## src/verilog/ccs_pkg.sv

```systemverilog
// constants, types and state layouts for the common command status unit
package ccs_pkg;

    // queue and group register sizes
    localparam int OQ_DEPTH = 32;
    localparam int OQ_AW = 5;
    localparam int EQ_DEPTH = 8;
    localparam int GRP_COUNT = 9;
    localparam int GRP_W = 16;

    // standard event bit positions; 145 selects power-on, execution error, operation complete
    localparam int PWR_ON_BIT = 7;
    localparam int CMD_ERR_BIT = 5;
    localparam int EXEC_ERR_BIT = 4;
    localparam int OP_DONE_BIT = 0;

    // status byte bit positions
    localparam int SUMMARY_BIT = 5;
    localparam int MSG_AVAIL_BIT = 4;
    localparam int ERR_AVAIL_BIT = 2;

    // values after reset (power cycle)
    localparam logic [7:0] STATUS_LATCH_RST = 8'h80;
    localparam logic [7:0] ENABLE_MASK_RST = 8'h00;

    // characters of the command and response streams
    localparam logic [7:0] CH_STAR = 8'h2A;
    localparam logic [7:0] CH_SEMI = 8'h3B;
    localparam logic [7:0] CH_SPACE = 8'h20;
    localparam logic [7:0] CH_LF = 8'h0A;
    localparam logic [7:0] CH_CR = 8'h0D;
    localparam logic [7:0] CH_QUERY = 8'h3F;
    localparam logic [7:0] CH_ZERO = 8'h30;
    localparam logic [7:0] CH_NINE = 8'h39;
    localparam logic [7:0] CH_LOW_A = 8'h61;
    localparam logic [7:0] CH_LOW_Z = 8'h7A;
    localparam logic [7:0] CH_UP_A = 8'h41;
    localparam logic [7:0] CH_UP_Z = 8'h5A;
    localparam logic [7:0] CASE_OFFSET = 8'h20;

    // keywords after upper-casing, right aligned
    localparam logic [31:0] KW_CLEAR = 32'h00434C53;
    localparam logic [31:0] KW_MASK_SET = 32'h00455345;
    localparam logic [31:0] KW_MASK_QRY = 32'h4553453F;
    localparam logic [31:0] KW_STATUS_QRY = 32'h4553523F;
    localparam logic [31:0] KW_IDENT_QRY = 32'h49444E3F;

    // parameter range
    localparam logic [9:0] PARAM_MAX = 10'h0FF;
    localparam logic [9:0] PARAM_SAT = 10'h3E7;

    // identification fields: maker, model, serial, revision; values arbitrary
    localparam int IDN_LEN = 35;
    localparam logic [8*IDN_LEN-1:0] IDN_TEXT = "ACME LABS,MODEL 0000,00000000,00.00";

    // error queue codes, values arbitrary
    localparam logic [7:0] ERR_COMMAND = 8'h01;
    localparam logic [7:0] ERR_RANGE = 8'h02;
    localparam logic [7:0] ERR_OVERFLOW = 8'h03;

    typedef enum logic [2:0] {
        ST_IDLE = 3'h0,
        ST_KEY = 3'h1,
        ST_PARAM = 3'h2,
        ST_EXEC = 3'h3,
        ST_SEP = 3'h4,
        ST_RESP = 3'h5,
        ST_TERM = 3'h6
    } ccs_state_e;

    typedef enum logic [0:0] {
        RK_NUM = 1'h0,
        RK_IDN = 1'h1
    } ccs_resp_e;

    typedef struct packed {
        logic valid;
        logic eoi;
        logic [7:0] data;
    } ccs_rx_s;

    typedef struct packed {
        logic [1:0] ndig;
        logic [2:0][7:0] dig;
    } ccs_dig_s;

    typedef logic [GRP_COUNT-1:0][GRP_W-1:0] ccs_grp_t;

    typedef struct packed {
        logic f1;
        logic f2;
        logic f3;
        logic lvl;
    } ccs_sync_s;

    typedef struct packed {
        ccs_state_e state;
        logic [31:0] kw;
        logic [9:0] acc;
        logic has_param;
        logic digits;
        logic bad;
        logic term;
        logic has_resp;
        ccs_resp_e kind;
        logic [7:0] resp_val;
        logic [5:0] idx;
        logic [7:0] status_latch;
        logic [7:0] enable_mask;
        logic [7:0] stb;
        ccs_grp_t grp;
        logic [OQ_DEPTH-1:0][7:0] oq;
        logic [OQ_AW-1:0] oq_wr;
        logic [OQ_AW-1:0] oq_rd;
        logic [OQ_AW:0] oq_cnt;
        logic [EQ_DEPTH-1:0][7:0] eq;
        logic [3:0] eq_cnt;
        logic clr_prev;
    } ccs_core_s;

endpackage : ccs_pkg

```

## src/verilog/ccs_sync3.sv

```systemverilog
// three-stage synchroniser for a pin level, with agreement filter
`timescale 1ns/1ps
module ccs_sync3 import ccs_pkg::*; (
    input wire logic clock_in,
    input wire logic sys_rst_in,
    input wire logic ce_in,
    input wire logic pin_in,
    output logic level_out
);
    ccs_sync_s r_reg;
    ccs_sync_s r_next;

    // stage one feeds only stage two; level follows once stages two and three agree
    always_comb begin
        r_next = r_reg;
        r_next.f1 = pin_in;
        r_next.f2 = r_reg.f1;
        r_next.f3 = r_reg.f2;
        if (r_reg.f2 == r_reg.f3) begin
            r_next.lvl = r_reg.f3;
        end
    end

    always_ff @(posedge clock_in or posedge sys_rst_in) begin
        if (sys_rst_in) begin
            r_reg <= '0;
        end else if (ce_in) begin
            r_reg <= r_next;
        end
    end

    assign level_out = r_reg.lvl;
endmodule : ccs_sync3

```

## src/verilog/ccs_dec3.sv

```systemverilog
// binary byte to three ascii decimal digits, leading zeros counted off
`timescale 1ns/1ps
module ccs_dec3 import ccs_pkg::*; (
    input wire logic [7:0] value_in,
    output ccs_dig_s digits_out
);
    // constant divisors keep this small; no state needed
    always_comb begin
        digits_out.dig[2] = CH_ZERO + 8'(value_in / 8'd100);
        digits_out.dig[1] = CH_ZERO + 8'((value_in / 8'd10) % 8'd10);
        digits_out.dig[0] = CH_ZERO + 8'(value_in % 8'd10);
        if (value_in >= 8'd100) begin
            digits_out.ndig = 2'd3;
        end else if (value_in >= 8'd10) begin
            digits_out.ndig = 2'd2;
        end else begin
            digits_out.ndig = 2'd1;
        end
    end
endmodule : ccs_dec3

```

## src/verilog/ccs_common_cmd_unit.sv

```systemverilog
// common command interpreter with standard event status, enable mask and queues
// How it works
// - commands begin with an asterisk; one blank separates keyword from parameter
// - semicolons split one message into commands executed one after another
// - keyword letters are upper-cased, so any case mix is accepted
// - clear-status zeroes the event status latch and the status byte
// - clear-status zeroes questionable group event registers
// - clear-status zeroes operation group event registers
// - clear-status zeroes measurement group event registers
// - clear-status empties the error queue
// - clear-status keeps the enable mask; writing 0 clears it
// - enable-set takes decimal 0 to 255 as the eight-bit mask
// - summary bit set when any latched bit is also enabled
// - enable query answers the mask as a decimal number, zero if empty
// - bit 7 power-on, bit 4 execution error, bit 0 operation complete
// - status query answers the latch in decimal, then clears it
// - enable mask returns to default only on power cycle, never saved
// - identification answers maker, model, serial, revision, comma separated
// - device clear resets the parser and output queue to idle
// - newline, end-or-identify or cr-lf end a message and return to root
`timescale 1ns/1ps
module ccs_common_cmd_unit import ccs_pkg::*; (
    input wire logic clock_in,
    input wire logic sys_rst_in,
    input wire logic ce_in,
    input ccs_rx_s rx_in,
    output logic rx_ready_out,
    input wire logic dev_clear_in,
    input wire logic [7:0] event_set_in,
    input ccs_grp_t grp_set_in,
    input wire logic oq_pop_in,
    output logic [7:0] oq_data_out,
    output logic oq_valid_out,
    input wire logic err_pop_in,
    output logic [7:0] err_code_out,
    output logic [3:0] err_count_out,
    output logic [7:0] stb_out,
    output logic [7:0] enable_mask_out,
    output logic [7:0] status_latch_out,
    output ccs_grp_t grp_event_out
);
    ccs_core_s r_reg;
    ccs_core_s r_next;
    ccs_dig_s dig;
    logic clr_level;

    // device clear arrives from the bus pins, outside this clock
    ccs_sync3 u_clr_sync (
        .clock_in(clock_in),
        .sys_rst_in(sys_rst_in),
        .ce_in(ce_in),
        .pin_in(dev_clear_in),
        .level_out(clr_level)
    );

    ccs_dec3 u_dec (
        .value_in(r_reg.resp_val),
        .digits_out(dig)
    );

    // input is only taken while the parser is collecting characters
    assign rx_ready_out = (r_reg.state == ST_IDLE) || (r_reg.state == ST_KEY) || (r_reg.state == ST_PARAM);

    always_comb begin
        logic [7:0] ch;
        logic [7:0] up;
        logic is_alpha;
        logic is_digit;
        logic term;
        logic ended;
        logic blank;
        logic do_clear;
        logic clr_latch;
        logic [7:0] set_bits;
        logic push_err;
        logic [7:0] err_code;
        logic push_oq;
        logic [7:0] oq_byte;
        logic last;
        logic [1:0] sel;
        r_next = r_reg;
        ch = rx_in.data;
        is_alpha = ((ch >= CH_LOW_A) && (ch <= CH_LOW_Z)) || ((ch >= CH_UP_A) && (ch <= CH_UP_Z));
        up = ((ch >= CH_LOW_A) && (ch <= CH_LOW_Z)) ? ch - CASE_OFFSET : ch;
        is_digit = (ch >= CH_ZERO) && (ch <= CH_NINE);
        term = (ch == CH_LF) || rx_in.eoi;
        ended = (ch == CH_SEMI) || term;
        blank = (ch == CH_SPACE) || (ch == CH_SEMI) || (ch == CH_CR) || (ch == CH_LF);
        do_clear = 1'b0;
        clr_latch = 1'b0;
        set_bits = 8'h00;
        push_err = 1'b0;
        err_code = ERR_COMMAND;
        push_oq = 1'b0;
        oq_byte = CH_LF;
        last = 1'b0;
        sel = 2'd0;

        // character intake
        if (rx_in.valid && rx_ready_out) begin
            case (r_reg.state)
                ST_IDLE: begin
                    if (ch == CH_STAR || !blank) begin
                        r_next.state = ST_KEY;
                        r_next.kw = 32'h00000000;
                        r_next.acc = 10'h000;
                        r_next.has_param = 1'b0;
                        r_next.digits = 1'b0;
                        r_next.bad = (ch != CH_STAR);
                    end
                end
                ST_KEY: begin
                    if (is_alpha || ch == CH_QUERY) begin
                        if (r_reg.kw[31:24] != 8'h00) begin
                            r_next.bad = 1'b1;
                        end
                        r_next.kw = {r_reg.kw[23:0], up};
                    end else if (ch == CH_SPACE) begin
                        r_next.state = ST_PARAM;
                        r_next.has_param = 1'b1;
                    end else if (!blank) begin
                        r_next.bad = 1'b1;
                    end
                end
                ST_PARAM: begin
                    if (is_digit) begin
                        r_next.digits = 1'b1;
                        if (r_reg.acc > 10'd99) begin
                            r_next.acc = PARAM_SAT;
                        end else begin
                            r_next.acc = 10'(r_reg.acc * 10'd10) + {2'b00, ch - CH_ZERO};
                        end
                    end else if (!blank) begin
                        r_next.bad = 1'b1;
                    end
                end
                default: ;
            endcase
            // separator or terminator closes the current command
            if (ended) begin
                r_next.term = term;
                if (r_next.state == ST_KEY || r_next.state == ST_PARAM) begin
                    r_next.state = ST_EXEC;
                end else if (term) begin
                    r_next.state = r_reg.has_resp ? ST_TERM : ST_IDLE;
                end
            end
        end

        case (r_reg.state)
            // decode and carry out one command
            ST_EXEC: begin
                r_next.state = r_reg.term ? (r_reg.has_resp ? ST_TERM : ST_IDLE) : ST_IDLE;
                if (r_reg.bad) begin
                    push_err = 1'b1;
                    set_bits[CMD_ERR_BIT] = 1'b1;
                end else if (r_reg.kw == KW_CLEAR && !r_reg.has_param) begin
                    do_clear = 1'b1;
                end else if (r_reg.kw == KW_MASK_SET && r_reg.digits) begin
                    if (r_reg.acc > PARAM_MAX) begin
                        push_err = 1'b1;
                        err_code = ERR_RANGE;
                        set_bits[EXEC_ERR_BIT] = 1'b1;
                    end else begin
                        r_next.enable_mask = r_reg.acc[7:0];
                    end
                end else if (r_reg.kw == KW_MASK_QRY && !r_reg.has_param) begin
                    r_next.resp_val = r_reg.enable_mask;
                    r_next.kind = RK_NUM;
                    r_next.state = r_reg.has_resp ? ST_SEP : ST_RESP;
                end else if (r_reg.kw == KW_STATUS_QRY && !r_reg.has_param) begin
                    r_next.resp_val = r_reg.status_latch;
                    r_next.kind = RK_NUM;
                    clr_latch = 1'b1;
                    r_next.state = r_reg.has_resp ? ST_SEP : ST_RESP;
                end else if (r_reg.kw == KW_IDENT_QRY && !r_reg.has_param) begin
                    r_next.kind = RK_IDN;
                    r_next.state = r_reg.has_resp ? ST_SEP : ST_RESP;
                end else begin
                    push_err = 1'b1;
                    set_bits[CMD_ERR_BIT] = 1'b1;
                end
                r_next.idx = 6'd0;
            end
            // answers within one message are joined by semicolons
            ST_SEP: begin
                oq_byte = CH_SEMI;
                push_oq = 1'b1;
            end
            ST_RESP: begin
                if (r_reg.kind == RK_NUM) begin
                    sel = 2'(dig.ndig - 2'd1 - r_reg.idx[1:0]);
                    oq_byte = dig.dig[sel];
                    last = (r_reg.idx[1:0] == 2'(dig.ndig - 2'd1));
                end else begin
                    oq_byte = IDN_TEXT[8 * (IDN_LEN - 1 - int'(r_reg.idx)) +: 8];
                    last = (r_reg.idx == 6'(IDN_LEN - 1));
                end
                push_oq = 1'b1;
            end
            ST_TERM: begin
                oq_byte = CH_LF;
                push_oq = 1'b1;
            end
            default: ;
        endcase

        // output queue stalls the emitter when full, which stalls intake
        if (r_reg.oq_cnt == (OQ_AW + 1)'(OQ_DEPTH)) begin
            push_oq = 1'b0;
        end
        if (oq_pop_in && r_reg.oq_cnt != '0) begin
            r_next.oq_rd = r_reg.oq_rd + 5'h01;
            r_next.oq_cnt = r_next.oq_cnt - 6'h01;
        end
        if (push_oq) begin
            r_next.oq[r_reg.oq_wr] = oq_byte;
            r_next.oq_wr = r_reg.oq_wr + 5'h01;
            r_next.oq_cnt = r_next.oq_cnt + 6'h01;
            case (r_reg.state)
                ST_SEP: begin
                    r_next.state = ST_RESP;
                end
                ST_RESP: begin
                    r_next.has_resp = 1'b1;
                    r_next.idx = r_reg.idx + 6'd1;
                    if (last) begin
                        r_next.state = r_reg.term ? ST_TERM : ST_IDLE;
                    end
                end
                ST_TERM: begin
                    r_next.has_resp = 1'b0;
                    r_next.state = ST_IDLE;
                end
                default: ;
            endcase
        end

        // error queue: head at slot 0, shifts on pop; overflow marks last slot
        if (err_pop_in && r_reg.eq_cnt != 4'd0) begin
            r_next.eq = {8'h00, r_reg.eq[EQ_DEPTH-1:1]};
            r_next.eq_cnt = r_reg.eq_cnt - 4'd1;
        end
        if (push_err) begin
            if (r_next.eq_cnt == 4'(EQ_DEPTH)) begin
                r_next.eq[EQ_DEPTH-1] = ERR_OVERFLOW;
            end else begin
                r_next.eq[r_next.eq_cnt[2:0]] = err_code;
                r_next.eq_cnt = r_next.eq_cnt + 4'd1;
            end
        end

        // clear-status: registers, groups, queues; enable mask untouched
        if (do_clear) begin
            r_next.eq_cnt = 4'd0;
            r_next.oq_cnt = '0;
            r_next.oq_rd = '0;
            r_next.oq_wr = '0;
        end
        // new events win over any clear in the same cycle
        r_next.status_latch = ((do_clear || clr_latch) ? 8'h00 : r_reg.status_latch) | event_set_in | set_bits;
        for (int g = 0; g < GRP_COUNT; g++) begin
            r_next.grp[g] = (do_clear ? '0 : r_reg.grp[g]) | grp_set_in[g];
        end

        // device clear returns the bus side to idle, status kept
        r_next.clr_prev = clr_level;
        if (clr_level && !r_reg.clr_prev) begin
            r_next.state = ST_IDLE;
            r_next.term = 1'b0;
            r_next.has_resp = 1'b0;
            r_next.oq_cnt = '0;
            r_next.oq_rd = '0;
            r_next.oq_wr = '0;
        end

        // status byte follows the new state in the same edge
        r_next.stb = 8'h00;
        r_next.stb[SUMMARY_BIT] = |(r_next.status_latch & r_next.enable_mask);
        r_next.stb[MSG_AVAIL_BIT] = (r_next.oq_cnt != '0);
        r_next.stb[ERR_AVAIL_BIT] = (r_next.eq_cnt != 4'd0);
    end

    // reset stands for power cycle; mask returns to default here only
    always_ff @(posedge clock_in or posedge sys_rst_in) begin
        if (sys_rst_in) begin
            r_reg <= '0;
            r_reg.state <= ST_IDLE;
            r_reg.status_latch <= STATUS_LATCH_RST;
            r_reg.enable_mask <= ENABLE_MASK_RST;
        end else if (ce_in) begin
            r_reg <= r_next;
        end
    end

    assign oq_data_out = r_reg.oq[r_reg.oq_rd];
    assign oq_valid_out = (r_reg.oq_cnt != '0);
    assign err_code_out = (r_reg.eq_cnt != 4'd0) ? r_reg.eq[0] : 8'h00;
    assign err_count_out = r_reg.eq_cnt;
    assign stb_out = r_reg.stb;
    assign enable_mask_out = r_reg.enable_mask;
    assign status_latch_out = r_reg.status_latch;
    assign grp_event_out = r_reg.grp;
endmodule : ccs_common_cmd_unit

```

## config.mk

```make
export PLATFORM = sky130hd
export DESIGN_NAME = ccs_common_cmd_unit
export DESIGN_NICKNAME = d
export VERILOG_FILES = /design/src/verilog/ccs_pkg.sv /design/src/verilog/ccs_sync3.sv /design/src/verilog/ccs_dec3.sv /design/src/verilog/ccs_common_cmd_unit.sv
export SDC_FILE = /design/constraint.sdc
export NUM_CORES = 2
export LEC_CHECK = 0
export BUFFER_PORTS_ARGS = -buffer_cell sky130_fd_sc_hd__buf_4
export CAP_MARGIN = 10
export CORE_MARGIN = 8
export CORE_UTILIZATION = 46
export DETAILED_ROUTE_END_ITERATION = 8
export PLACE_DENSITY = 0.73
export SYNTH_ARGS = -nofsm -noshare
export SYNTH_HDL_FRONTEND = slang
export SYNTH_SLANG_ARGS = --single-unit
```

## constraint.sdc

```tcl
create_clock -name clock_in -period 37.9 [get_ports clock_in]
set_input_delay 5.685 -clock clock_in [delete_from_list [all_inputs] [get_ports clock_in]]
set_output_delay 5.685 -clock clock_in [all_outputs]
set_load 0.05 [all_outputs]
```

==> load_flow_metrics.sql <==
INSERT INTO impl_metrics (metric_group, metric, value, unit) VALUES
('synth', 'synth.yosys.seq_area_share', '0.478', ''),
('place', 'number_of_port_buffers', '352', ''),
('timing', 'layout_worst_path_cycle_share', '0.249', ''),
('timing', 'timing_worst_slew_pin_value', '1220', 'ps'),
('status', 'outcome', 'finished clean', ''),
('timing', 'tns', '0', 'ps'),
('drt', 'route.detailed.drc', '0', ''),
('place', 'placed_area', '31900', 'um^2'),
('clocking', 'post-cts-setup-buffers', '0', ''),
('drt', 'routed_via_density', '6.03', ''),
('synth', 'cells_after_synth', '2853', ''),
('timing', 'finalSetupViolCount', '0', ''),
('layout', 'multiInputGateArea', '13400', 'um^2'),
('worst_setup_path', 'crit_required', '32220', 'ps'),
('timing', 'final_period_minus_worst_setup_slack', '9440', 'ps'),
('synth', 'syn-mean-instance-area', '10.5', 'um^2'),
('clocking', 'tritoncts_clock_tree', 'yes', ''),
('synth', 'yosys_warnings', '0', ''),
('clocking', 'clock_sink_count', '573', ''),
('place', 'placement.setup.worst_slack', '29040', 'ps'),
('drt', 'routed_met3_length', '6280', 'um'),
('clocking', 'clock_transition_at_the_register_clock_pins_on_the_worst_setup_and_hold_paths_after_cts', '60', 'ps'),
('global_route', 'grt_start_max_net_pins', '130', ''),
('clocking', 'max-clock-path-buffers', '3', ''),
('die', 'dieWidth', '271', 'um'),
('pwr', 'power.total', '0.00183', 'W'),
('timing', 'rsz0062_at_grt', 'no', ''),
('clocking', 'clock_latency', '630', 'ps'),
('worst_setup_path', 'setup.worst_path.class', 'reg -> out', ''),
('pwr', 'power.density', '54.0', 'nW/um^2'),
('clocking', 'hold_buffers', '0', ''),
('die', 'vertical_die_dimension', '271', 'um'),
('pwr', 'sequentialPowerShare', '0.389', ''),
('drt', 'drt.antenna.violating_nets', '0', ''),
('layout', 'register_area', '14300', 'um^2'),
('timing', 'timing.max_slew.rel_slack', '0.188', ''),
('clocking', 'maximum_level_of_the_cts_h_tree', '2', ''),
('worst_hold_path', 'hp-class', 'reg -> reg', ''),
('worst_setup_path', 'critical_path.startpoint_type', 'flip-flop', ''),
('drt', 'met2_wire_length', '40800', 'um'),
('pwr', 'cellLeakagePower', '14.8', 'nW'),
('synth', 'synth_cell_types', '107', ''),
('layout', 'area_growth_from_synthesis_to_layout', '13.1', '%'),
('drt', 'detail_route.wl_per_cell', '22.2', 'um'),
('drt', 'drt_first_pass_iters', '6', ''),
('pwr', 'total_switching_power', '0.000643', 'W'),
('drt', 'drt-initial-drc-count', '2032', ''),
('timing', 'setup_ws', '28460', 'ps'),
('clocking', 'cts-root-buf', 'sky130_fd_sc_hd__clkbuf_16', ''),
('job', 'cap_violations', '0', ''),
('worst_setup_path', 'timing.critical_path.fanout_max', '53', ''),
('global_route', 'grt_first_pass_wirelength', '134000', 'um'),
('pwr', 'power.clock.fraction', '0.330', ''),
('timing', 'fmax', '106', 'MHz'),
('worst_setup_path', 'critical_path_arrival', '3760', 'ps'),
('die', 'initial_core_util', '0.465', ''),
('clocking', 'cts_resized', '0', ''),
('global_route', 'first_global_vias', '22800', ''),
('global_route', 'grtUsageTotal', '0.221', ''),
('timing', 'final_max_slew_viol_count', '0', ''),
('timing', 'fin_worst_skew', '33.6', 'ps'),
('synth', 'dominant_register_cell_in_the_synthesized_netlist', 'sky130_fd_sc_hd__dfrtp_1', ''),
('layout', 'layout_common_cells', 'sky130_fd_sc_hd__dfrtp_1 (570), sky130_fd_sc_hd__buf_4 (375), sky130_fd_sc_hd__nand2_1 (363), sky130_fd_sc_hd__a22o_1 (191), sky130_fd_sc_hd__o21ai_0 (172)', ''),
('layout', 'fillerInstances', '5471', ''),
('drt', 'wire_length_after_detailed_routing', '85000', 'um'),
('layout', 'drive_above_1_share', '0.231', ''),
('place', 'gpl.final_weighted_congestion', '0.926', ''),
('place', 'placed_cells', '3718', ''),
('pwr', 'p_comb_frac', '0.281', ''),
('layout', 'leading_cell_type_in_the_layout_fill_and_taps_excluded', 'sky130_fd_sc_hd__dfrtp_1', ''),
('layout', 'diodes_inserted', '0', '');
[synth_stat cells (6+ instances only)]
master / number / area share
sky130_fd_sc_hd__o21ai_0: 172 / 0.029
sky130_fd_sc_hd__nor4b_1: 6 / 0.0018
sky130_fd_sc_hd__and3_1: 24 / 0.0050
sky130_fd_sc_hd__nand3_1: 43 / 0.0072
sky130_fd_sc_hd__nor3b_1: 9 / 0.0023
sky130_fd_sc_hd__a21o_1: 7 / 0.0018
sky130_fd_sc_hd__o22ai_1: 11 / 0.0023
sky130_fd_sc_hd__inv_1: 62 / 0.0078
sky130_fd_sc_hd__nand2_1: 364 / 0.046
sky130_fd_sc_hd__xnor2_1: 29 / 0.0085
sky130_fd_sc_hd__a211oi_1: 10 / 0.0025
sky130_fd_sc_hd__a22o_1: 191 / 0.056
sky130_fd_sc_hd__o21a_1: 7 / 0.0018
sky130_fd_sc_hd__buf_1: 17 / 0.0021
sky130_fd_sc_hd__nand4_1: 10 / 0.0021
sky130_fd_sc_hd__and2_1: 19 / 0.0040
sky130_fd_sc_hd__o21ai_1: 9 / 0.0015
sky130_fd_sc_hd__dfrtp_1: 572 / 0.48
sky130_fd_sc_hd__a221o_1: 8 / 0.0027
sky130_fd_sc_hd__mux2i_1: 42 / 0.014
sky130_fd_sc_hd__ha_1: 46 / 0.019
sky130_fd_sc_hd__clkbuf_1: 156 / 0.020
sky130_fd_sc_hd__or3_1: 9 / 0.0019
sky130_fd_sc_hd__nand2b_1: 9 / 0.0019
sky130_fd_sc_hd__mux2_2: 68 / 0.026
sky130_fd_sc_hd__nor2b_1: 20 / 0.0042
sky130_fd_sc_hd__nand3b_1: 8 / 0.0020
sky130_fd_sc_hd__o31ai_1: 152 / 0.038
sky130_fd_sc_hd__nor4_1: 11 / 0.0023
sky130_fd_sc_hd__a21oi_1: 82 / 0.014
sky130_fd_sc_hd__or2_2: 6 / 0.0013
sky130_fd_sc_hd__xor2_1: 16 / 0.0047
sky130_fd_sc_hd__or4_1: 7 / 0.0018
sky130_fd_sc_hd__buf_2: 21 / 0.0035
sky130_fd_sc_hd__a221oi_1: 10 / 0.0029
sky130_fd_sc_hd__nor3_1: 33 / 0.0055
sky130_fd_sc_hd__a31oi_1: 14 / 0.0029
sky130_fd_sc_hd__o211ai_1: 9 / 0.0023
sky130_fd_sc_hd__buf_4: 177 / 0.044
sky130_fd_sc_hd__mux4_2: 80 / 0.060
sky130_fd_sc_hd__nor2_1: 165 / 0.021
[logic make-up after synthesis]
kind of cell | share of synthesized area
other | 0.000251
buffers and inverters | 0.0778
AO/OA/AOI/OAI | 0.190
flip-flops | 0.478
AND/OR/NAND/NOR | 0.120
adder cells (fa/ha/maj) | 0.0205
XOR/XNOR | 0.0132
multiplexers | 0.0997
[stage by stage]
stage                     hold WS (ps)  utilization
after CTS                          477        0.526
after global routing               503        0.526
final                              477        0.526
after detailed placement           463        0.494
after floorplan                    439            -
after global placement             454        0.494
[area by class of cell]
type                            count  area share
Clock buffer                       80      0.0491
Clock inverter                     27      0.0107
Inverter                           66     0.00753
Multi-Input combinational cell   1848       0.395
Sequential cell                   573       0.423
Tap cell                          855      0.0316
Timing Repair Buffer              376      0.0834
[power groups by stage]
stage,combinational (W),sequential (W),clock [W]
2_1_floorplan,0.000396,0.000691,0
3_3_place_gp,0.000494,0.000721,0
3_5_place_dp,0.000509,0.000723,0
4_1_cts,0.000512,0.000712,0.000616
5_1_grt,0.000563,0.000720,0.000638
6_report,0.000515,0.000713,0.000604
[metal layers]
layer,up-vias,track usage
met3,149,0.0406
met4,2,0.0694
met2,951,0.363
met1,11500,0.298
li1,10400,-
met5,-,0
[worst paths after layout]
check	start	to	slack [ps]	cells after the start
max	r_reg[75]$_DFFE_PP0P_	oq_data_out[2]	28460	5
min	r_reg[85]$_DFFE_PP0P_	r_reg[85]$_DFFE_PP0P_	480	2
max reg2reg	r_reg[521]$_DFFE_PP0P_	r_reg[179]$_DFFE_PP0P_	32360	18
min reg2reg	r_reg[85]$_DFFE_PP0P_	r_reg[85]$_DFFE_PP0P_	480	2
max in group asynchronous	sys_rst_in	grp_event_out[79]$_DFFE_PP0P_	30350	4
min in group asynchronous	sys_rst_in	grp_event_out[65]$_DFFE_PP0P_	5250	2
[critical path: stages (launching register included)]
cell and delay [ps]:
sky130_fd_sc_hd__dfrtp_4 590, sky130_fd_sc_hd__buf_4 830, sky130_fd_sc_hd__mux4_2 640, sky130_fd_sc_hd__mux4_2 500, sky130_fd_sc_hd__mux2_2 320, sky130_fd_sc_hd__buf_4 200
(Power assumes the default switching activity.)
